**config.mk**
```make
export PLATFORM = sky130hd
export DESIGN_NAME = dpw_host_port
export DESIGN_NICKNAME = d
export VERILOG_FILES = /design/src/logic/dpw_unused_never.sv /design/src/logic/dpw_pkg.sv /design/src/logic/dpw_code_map.sv /design/src/logic/dpw_host_port.sv
export VERILOG_INCLUDE_DIRS = /design/src /design/src/logic
export SDC_FILE = /design/constraint.sdc
export NUM_CORES = 1
export LEC_CHECK = 0
export BUFFER_PORTS_ARGS = -buffer_cell sky130_fd_sc_hd__buf_2
export CAP_MARGIN = 20
export CORE_MARGIN = 2
export CORE_UTILIZATION = 54
export CTS_CLUSTER_DIAMETER = 150
export DETAILED_ROUTE_END_ITERATION = 8
export PLACE_DENSITY = 0.83
export SLEW_MARGIN = 25
export SYNTH_ARGS = -nofsm -noshare
export SYNTH_HDL_FRONTEND = slang
export SYNTH_SLANG_ARGS = --single-unit
```
**constraint.sdc**
```tcl
create_clock -name clk_sys -period 3.4 [get_ports clk_sys]
set_input_delay 0.68 -clock clk_sys [delete_from_list [all_inputs] [get_ports clk_sys]]
set_output_delay 0.68 -clock clk_sys [all_outputs]
set_load 0.01 [all_outputs]
```
**src/logic/dpw_map.svh**
```systemverilog
// constants of the converter write port host controller
`ifndef DPW_MAP_SVH
`define DPW_MAP_SVH
`define DPW_WORD_W 12
`define DPW_TOP_BIT 11
`define DPW_CLK_NS 20
`define DPW_STROBE_MIN_NS 40
`define DPW_WAIT_STATES 1
`define DPW_PORT_NUM 3'h0
`define DPW_PORT_W 3
`define DPW_CNT_W 4
`define DPW_WORD_RESET 12'h000
`define DPW_CNT_ZERO 4'h0
`define DPW_CNT_ONE 4'h1
`endif

```
**src/logic/dpw_unused_never.sv**
```systemverilog
// no content
`timescale 1ns/10ps
`default_nettype none
`default_nettype wire

```
**src/logic/dpw_pkg.sv**
```systemverilog
// types of the converter write port host controller
`include "dpw_map.svh"
package dpw_pkg;
    // one-hot write sequence states
    typedef enum logic [3:0] {
        IDLE = 4'h1,
        SETUP = 4'h2,
        STROBE = 4'h4,
        HOLD = 4'h8
    } dpw_state_e;

    // whole state of the controller
    typedef struct packed {
        dpw_state_e state;
        logic [`DPW_CNT_W-1:0] cnt;
        logic [`DPW_CNT_W-1:0] lowCnt;
        logic [`DPW_WORD_W-1:0] word;
        logic [`DPW_WORD_W-1:0] raw;
        logic twos;
        logic strobeN;
        logic ackN;
        logic busy;
        logic done;
    } dpw_state_s;
endpackage : dpw_pkg

```
**src/logic/dpw_code_map.sv**
```systemverilog
// maps a host data word onto the converter's input coding
`timescale 1ns/10ps
`default_nettype none
`include "dpw_map.svh"
module dpw_code_map #(
    parameter int W = `DPW_WORD_W
) (
    input wire logic [W-1:0] hostWord,
    input wire logic twosComp,
    output logic [W-1:0] inputWordBits
);
    // ===================================================
    // coding
    // positive-true bits pass straight; only the top bit flips for twos
    // complement, which turns it into offset binary
    always_comb begin
        inputWordBits = hostWord; // see RULE4 see RULE5 see RULE6
        if (twosComp) begin
            inputWordBits[W-1] = ~hostWord[W-1]; // see RULE7
        end
    end
endmodule : dpw_code_map
`default_nettype wire

```
**src/logic/dpw_host_port.sv**
```systemverilog
// host-side controller driving the converter's parallel write port
`timescale 1ns/10ps
`default_nettype none
`include "dpw_map.svh"
// How it works
// RULE1: converter latches one whole 12-bit word
// RULE2: strobe held low at least 40 ns
// RULE3: data stays valid through strobe rising edge
// RULE4: data bits are positive-true binary
// RULE5: unipolar word is straight binary
// RULE6: bipolar word is offset binary
// RULE7: twos complement data gets top bit inverted
// RULE8: undriven converter inputs read as zero
// RULE9: strobe only on writes to port address
// RULE10: acknowledge ends the bus cycle
// RULE11: port number decode gates the strobe
// RULE12: io space select enables the decode
// RULE13: decode combines with write and strobe
// RULE14: decode only while space select asserted
// RULE15: write strobe ORed with decode forms strobe
// RULE16: acknowledge held low, strobe extended one cycle
// RULE17: wait flop sets, acknowledge rises, cycle ends
// RULE18: exactly one wait state per write
// RULE19: wait states set by host speed parameter
// RULE20: converter keeps last word between strobes
module dpw_host_port #(
    parameter int WAIT_ST = `DPW_WAIT_STATES,
    parameter logic [`DPW_PORT_W-1:0] PORT_NUM = `DPW_PORT_NUM
) (
    input wire logic clk_sys,
    input wire logic reset,
    input wire logic wrReq,
    input wire logic [`DPW_WORD_W-1:0] wrData,
    input wire logic [`DPW_PORT_W-1:0] portNumberLines,
    input wire logic ioSpaceSelect,
    input wire logic twosComp,
    output logic wrBusy,
    output logic wrDone,
    output logic [`DPW_WORD_W-1:0] inputWordBits,
    output logic chipSelectN,
    output logic transferAcknowledgeN
);
    // ===================================================
    // timing
    // least strobe time rounds up to whole clock cycles
    localparam int BUS_STROBE_N_CYC =
        (`DPW_STROBE_MIN_NS + `DPW_CLK_NS - 1) / `DPW_CLK_NS;
    localparam int BUS_STROBE_N_TOTAL = BUS_STROBE_N_CYC + WAIT_ST; // see RULE19
    localparam logic [`DPW_CNT_W-1:0] CNT_LOAD =
        `DPW_CNT_W'(BUS_STROBE_N_TOTAL - 1);

    dpw_pkg::dpw_state_s st_ff;
    dpw_pkg::dpw_state_s nxt_st;
    logic [`DPW_WORD_W-1:0] mappedWord;
    logic portHit;

    // ===================================================
    // coding of the outgoing word
    dpw_code_map #(
        .W(`DPW_WORD_W)
    ) u_code_map (
        .hostWord(wrData),
        .twosComp(twosComp),
        .inputWordBits(mappedWord)
    );

    // decode runs only for io space cycles at our port number
    assign portHit = ioSpaceSelect && // see RULE12 see RULE14
        (portNumberLines == PORT_NUM); // see RULE11

    // ===================================================
    // write sequence: setup, strobe low, hold, done
    always_comb begin
        nxt_st = st_ff;
        nxt_st.done = 1'b0;
        // strobe low time counter kept for the checks below
        nxt_st.lowCnt = st_ff.strobeN ? `DPW_CNT_ZERO
            : st_ff.lowCnt + `DPW_CNT_ONE;
        case (st_ff.state)
            dpw_pkg::IDLE: begin
                if (wrReq && portHit) begin
                    nxt_st.state = dpw_pkg::SETUP;
                    nxt_st.word = mappedWord; // see RULE1 see RULE7
                    nxt_st.raw = wrData;
                    nxt_st.twos = twosComp;
                    nxt_st.busy = 1'b1;
                    nxt_st.ackN = 1'b0; // see RULE16
                end else if (wrReq) begin
                    // other port or memory space: no strobe at all
                    nxt_st.done = 1'b1; // see RULE9
                end
            end
            dpw_pkg::SETUP: begin
                // data settled one cycle before the strobe falls
                nxt_st.state = dpw_pkg::STROBE;
                nxt_st.strobeN = 1'b0; // see RULE13 see RULE15
                nxt_st.cnt = CNT_LOAD;
            end
            dpw_pkg::STROBE: begin
                if (st_ff.cnt == `DPW_CNT_ZERO) begin
                    // rising edge latches the word; ack rises with it
                    nxt_st.state = dpw_pkg::HOLD;
                    nxt_st.strobeN = 1'b1; // see RULE3 see RULE2
                    nxt_st.ackN = 1'b1; // see RULE17 see RULE10
                end else begin
                    nxt_st.cnt = st_ff.cnt - `DPW_CNT_ONE; // see RULE18
                end
            end
            dpw_pkg::HOLD: begin
                // word stays on the pins after the edge (hold time)
                nxt_st.state = dpw_pkg::IDLE;
                nxt_st.busy = 1'b0;
                nxt_st.done = 1'b1;
            end
            default: begin
                nxt_st.state = dpw_pkg::IDLE;
                nxt_st.strobeN = 1'b1;
                nxt_st.ackN = 1'b1;
                nxt_st.busy = 1'b0;
            end
        endcase
    end

    // ===================================================
    // state register
    // word pins are driven to zero from reset, never left floating
    always_ff @(posedge clk_sys or posedge reset) begin
        if (reset) begin
            st_ff.state <= dpw_pkg::IDLE;
            st_ff.cnt <= `DPW_CNT_ZERO;
            st_ff.lowCnt <= `DPW_CNT_ZERO;
            st_ff.word <= `DPW_WORD_RESET; // see RULE8
            st_ff.raw <= `DPW_WORD_RESET;
            st_ff.twos <= 1'b0;
            st_ff.strobeN <= 1'b1;
            st_ff.ackN <= 1'b1;
            st_ff.busy <= 1'b0;
            st_ff.done <= 1'b0;
        end else begin
            st_ff <= nxt_st;
        end
    end

    // ===================================================
    // outputs, all straight from the state register
    assign wrBusy = st_ff.busy;
    assign wrDone = st_ff.done;
    assign inputWordBits = st_ff.word; // see RULE20
    assign chipSelectN = st_ff.strobeN;
    assign transferAcknowledgeN = st_ff.ackN;

    // ===================================================
    // checks
    strobe_min_width_a: assert property ( // see RULE2
        @(posedge clk_sys) disable iff (reset)
        $fell(chipSelectN) |-> !chipSelectN ##1 !chipSelectN)
        else $error("strobe low shorter than two cycles");

    strobe_total_len_a: assert property ( // see RULE16
        @(posedge clk_sys) disable iff (reset)
        $rose(chipSelectN) |-> st_ff.lowCnt == `DPW_CNT_W'(BUS_STROBE_N_TOTAL))
        else $error("strobe low length not base plus wait states");

    data_hold_edge_a: assert property ( // see RULE3
        @(posedge clk_sys) disable iff (reset)
        !chipSelectN |=> $stable(inputWordBits))
        else $error("word changed while strobe low or at its rise");

    word_kept_idle_a: assert property ( // see RULE20
        @(posedge clk_sys) disable iff (reset)
        // only a taken request may load a new word onto the pins
        !((st_ff.state == dpw_pkg::IDLE) && wrReq && portHit)
            |=> $stable(inputWordBits))
        else $error("word changed outside a write");

    top_bit_flip_a: assert property ( // see RULE7
        @(posedge clk_sys) disable iff (reset)
        !chipSelectN |-> inputWordBits[`DPW_TOP_BIT] ==
            (st_ff.raw[`DPW_TOP_BIT] ^ st_ff.twos))
        else $error("top bit coding wrong");

    ack_low_strobe_a: assert property ( // see RULE16
        @(posedge clk_sys) disable iff (reset)
        $fell(chipSelectN) |-> !transferAcknowledgeN
            throughout (!chipSelectN [*2]))
        else $error("acknowledge not low during strobe");

    ack_rise_edge_a: assert property ( // see RULE17
        @(posedge clk_sys) disable iff (reset)
        $rose(chipSelectN) |-> $rose(transferAcknowledgeN)
            ##1 (wrDone && !wrBusy))
        else $error("acknowledge or done late at strobe rise");

    no_strobe_miss_a: assert property ( // see RULE9
        @(posedge clk_sys) disable iff (reset)
        (st_ff.state == dpw_pkg::IDLE) && wrReq && !portHit
            |=> chipSelectN && wrDone ##1 chipSelectN)
        else $error("strobe for a foreign address");

    req_to_strobe_a: assert property ( // see RULE11
        @(posedge clk_sys) disable iff (reset)
        (st_ff.state == dpw_pkg::IDLE) && wrReq && portHit
            |=> chipSelectN ##1 !chipSelectN)
        else $error("strobe not issued two cycles after request");

    ack_setup_wait_a: assert property ( // see RULE16
        @(posedge clk_sys) disable iff (reset)
        $rose(wrBusy) |-> !transferAcknowledgeN && chipSelectN
            ##1 $fell(chipSelectN))
        else $error("acknowledge not low at setup or strobe late");

    strobe_in_write_a: assert property ( // see RULE9
        @(posedge clk_sys) disable iff (reset)
        !chipSelectN |-> wrBusy && !transferAcknowledgeN)
        else $error("strobe low outside a wait-held write");

    ack_in_write_a: assert property ( // see RULE10
        @(posedge clk_sys) disable iff (reset)
        !transferAcknowledgeN |-> wrBusy)
        else $error("acknowledge held low outside a write");

    write_end_a: assert property ( // see RULE17
        @(posedge clk_sys) disable iff (reset)
        $fell(wrBusy) |-> wrDone && chipSelectN && transferAcknowledgeN)
        else $error("write ended with strobe or acknowledge low");

    strobe_gap_a: assert property ( // see RULE3
        @(posedge clk_sys) disable iff (reset)
        $rose(chipSelectN) |-> chipSelectN [*3])
        else $error("strobes closer than three high cycles");
endmodule : dpw_host_port
`default_nettype wire

```
==> impl_metrics.ini <==
[status]
outcome = completed

[logic_synthesis]
yosysUniqueCellTypes = 35
ys_ff_latch = 24
synthTopCellsByArea = dfrtp_1 (43%), mux2_2 (11%), buf_4 (8.1%)
synth_area_per_cell_um2 = 11.87
synthCells = 102
syn_area_mm2 = 0.001211
yosysWarnings = 0
seq_area_frac_synth = 0.4990
synth.net_count = 124
yosysTopAreaCellShare = 0.4339
yosysTopAreaCell = dfrtp_1

[timing]
setup_viol_count_final = 0
hold_violations = 0
max_freq_ghz = 0.4343
rsz0062_at_grt = false
worst_pin_slew_ns = 0.8657
fin_skew_ns = 0.007565
tns_ns = 0
fin_crit_sh = 0.6773
slew_violations = 0
fin_crit_ns = 2.303
max_slew_margin = 0.4222

[final_layout]
final_util = 0.6251
final_cell_mix = buf_2 (35), dfrtp_1 (21), mux2_2 (12)
fillers = 191
final_common_cell = buf_2
drive_above_1_share = 0.4758
final_nets = 147
syn_to_final_growth_pct = 11.98
antennaDiodeCount = 0

[grt]
grt_pass1_vias = 761
grt_max_degree = 25
gr-total-overflow = 0
antenna_found_initial = 0
grt_usage = 0.1718
grt_pass1_wl_mm = 3.374

[clocking]
clockBufferDepth = 2
cts_root_buf = clkbuf_4
ctsResizeCount = 0
cts_tree = done
ctsHoldBuffers = 0
cts_setup_buffers = 0
cts.sinks = 24
clk_pin_slew_ns = 0.13
htree_num_levels = 1
clk_latency_ns = 0.31
numCtsBuffers = 3

[worst_setup_path]
reg2reg_slack_ns = 1.35
cp.required_ns = 3.60
rr_worst_depth = 3
cp_max_fo = 14
critical_path_class = in -> reg
end_kind = flip-flop
rr_endpoint = inputWordBits[2]
critPathCapture = inputWordBits[2]
r2r-start = st_ff[37]
cp.arrival_ns = 2.51
critPathLaunchType = primary input
cp-startpoint = portNumberLines[1]

[route]
finalWirelength_mm = 2.028
drt-pass1-iter-count = 4
avgRoutedWirePerCell_um = 13.34
vias = 817
topRoutingLayerUsed = met4
drt_iter0_drc = 17
met3WireLength_um = 120
ant_nets = 0
wl_met1_um = 813
viasPerCell = 5.375
wl_met2_mm = 1.080
drcViolationCount = 0

[power_and_ir_drop]
p_per_area_mw_per_mm2 = 509.1
ir_drop_uv = 377.6
leakage_nw = 0.6429

[floorplan]
die_width_um = 51.36
io_pins = 36
die_area_mm2 = 0.002638
row_count = 17
coreArea_mm2 = 0.002170
start_util = 0.5582
die_height_um = 51.36

[run]
max_cap_violations = 0

[worst_hold_path]
hold_class = in -> async

[placement]
port_buffers = 35
dp_hpwl_mm = 1.498
place.gp.congestion = 0.7361
cell usage after synthesis:
cell type	n
o21ai_0	6
o31a_1	1
or4_1	1
a2bb2oi_1	1
buf_6	1
nor2b_1	2
a21boi_1	1
dfstp_2	3
nor4_4	1
clkbuf_1	3
or4b_1	1
or4b_4	1
a21oi_1	1
xor2_1	3
or3_1	2
or2_2	1
buf_2	1
nor3_1	3
o32a_1	1
nand2b_1	3
o311ai_0	1
nand2_1	2
ha_1	2
o2111ai_1	1
or4b_2	1
nand4_1	1
mux2_2	12
nor2_1	2
xnor2_1	1
buf_4	13
mux2i_1	1
dfrtp_1	21
nor3b_1	2
inv_1	4
o211a_1	1
worst max-delay path, stage by stage:
cell and delay [ns]:
buf_2 0.10, or4b_4 0.56, nor4_4 0.76, mux2_2 0.41
cells by family after synthesis:
| kind of cell | Yosys count | synth area share |
|---|---|---|
| compound gates | 14 | 0.08058 |
| xor+xnor | 4 | 0.02893 |
| flops | 24 | 0.4990 |
| mux | 13 | 0.1198 |
| simple gates | 23 | 0.1353 |
| fa+ha+maj | 2 | 0.02066 |
| buf+inv | 22 | 0.1157 |
routing by layer:
metal | GRT usage | vias to the layer above
li1 | - | 387
met1 | 0.2092 | 399
met2 | 0.2970 | 29
met3 | 0.05263 | 2
met4 | 0.03947 | 0
met5 | 0 | -
stage by stage:
stage / setup slack (ns) / power [mW] / std cells / area [µm²] / hold WS, ns
finish: 1.097 / 0.6905 / 152 / 1356 / 0.5198
floorplan: 1.121 / 0.4805 / 102 / 1211 / 0.4654
global route: 1.032 / 0.7248 / 152 / 1356 / 0.5416
global placement: 0.7871 / 0.4901 / 148 / 1304 / 0.4848
CTS: 1.093 / 0.6998 / 152 / 1356 / 0.5255
detailed placement: 0.7387 / 0.4970 / 148 / 1304 / 0.4942
report_power, final:
part / switching [mW] / total [mW] / internal [mW]
Clock: 0.0829 / 0.202 / 0.119
Combinational: 0.0622 / 0.134 / 0.0723
Sequential: 0.0226 / 0.354 / 0.331
Total: 0.168 / 0.691 / 0.523
cell type report:
| class | count | area, µm² | share of cell area |
|---|---|---|---|
| flip-flops and latches | 24 | 604.3 | 0.4456 |
| repair buffers | 36 | 182.7 | 0.1347 |
| multi-input cells | 56 | 466.7 | 0.3441 |
| clock inverters | 1 | 30.03 | 0.02214 |
| well taps | 28 | 35.03 | 0.02583 |
| inverters | 4 | 15.01 | 0.01107 |
| clock buffers | 3 | 22.52 | 0.01661 |
worst min path at each step:
stage / startpoint / end / slack [ns] / cells after the start
6_report: reset / inputWordBits[11] / 0.52 / 2
5_1_grt: inputWordBits[1] / inputWordBits[1] / 0.54 / 1
4_1_cts: st_ff[35] / st_ff[35] / 0.53 / 1
3_5_place_dp: inputWordBits[6] / inputWordBits[6] / 0.49 / 1
3_3_place_gp: st_ff[35] / st_ff[35] / 0.48 / 1
2_1_floorplan: st_ff[35] / st_ff[35] / 0.47 / 1
state kept, by name, indices dropped and copies added, names as in the netlist:
register	flops
inputWordBits	12
st_ff	8
chipSelectN	1
transferAcknowledgeN	1
wrBusy	1
wrDone	1
(Power assumes the default switching activity.)
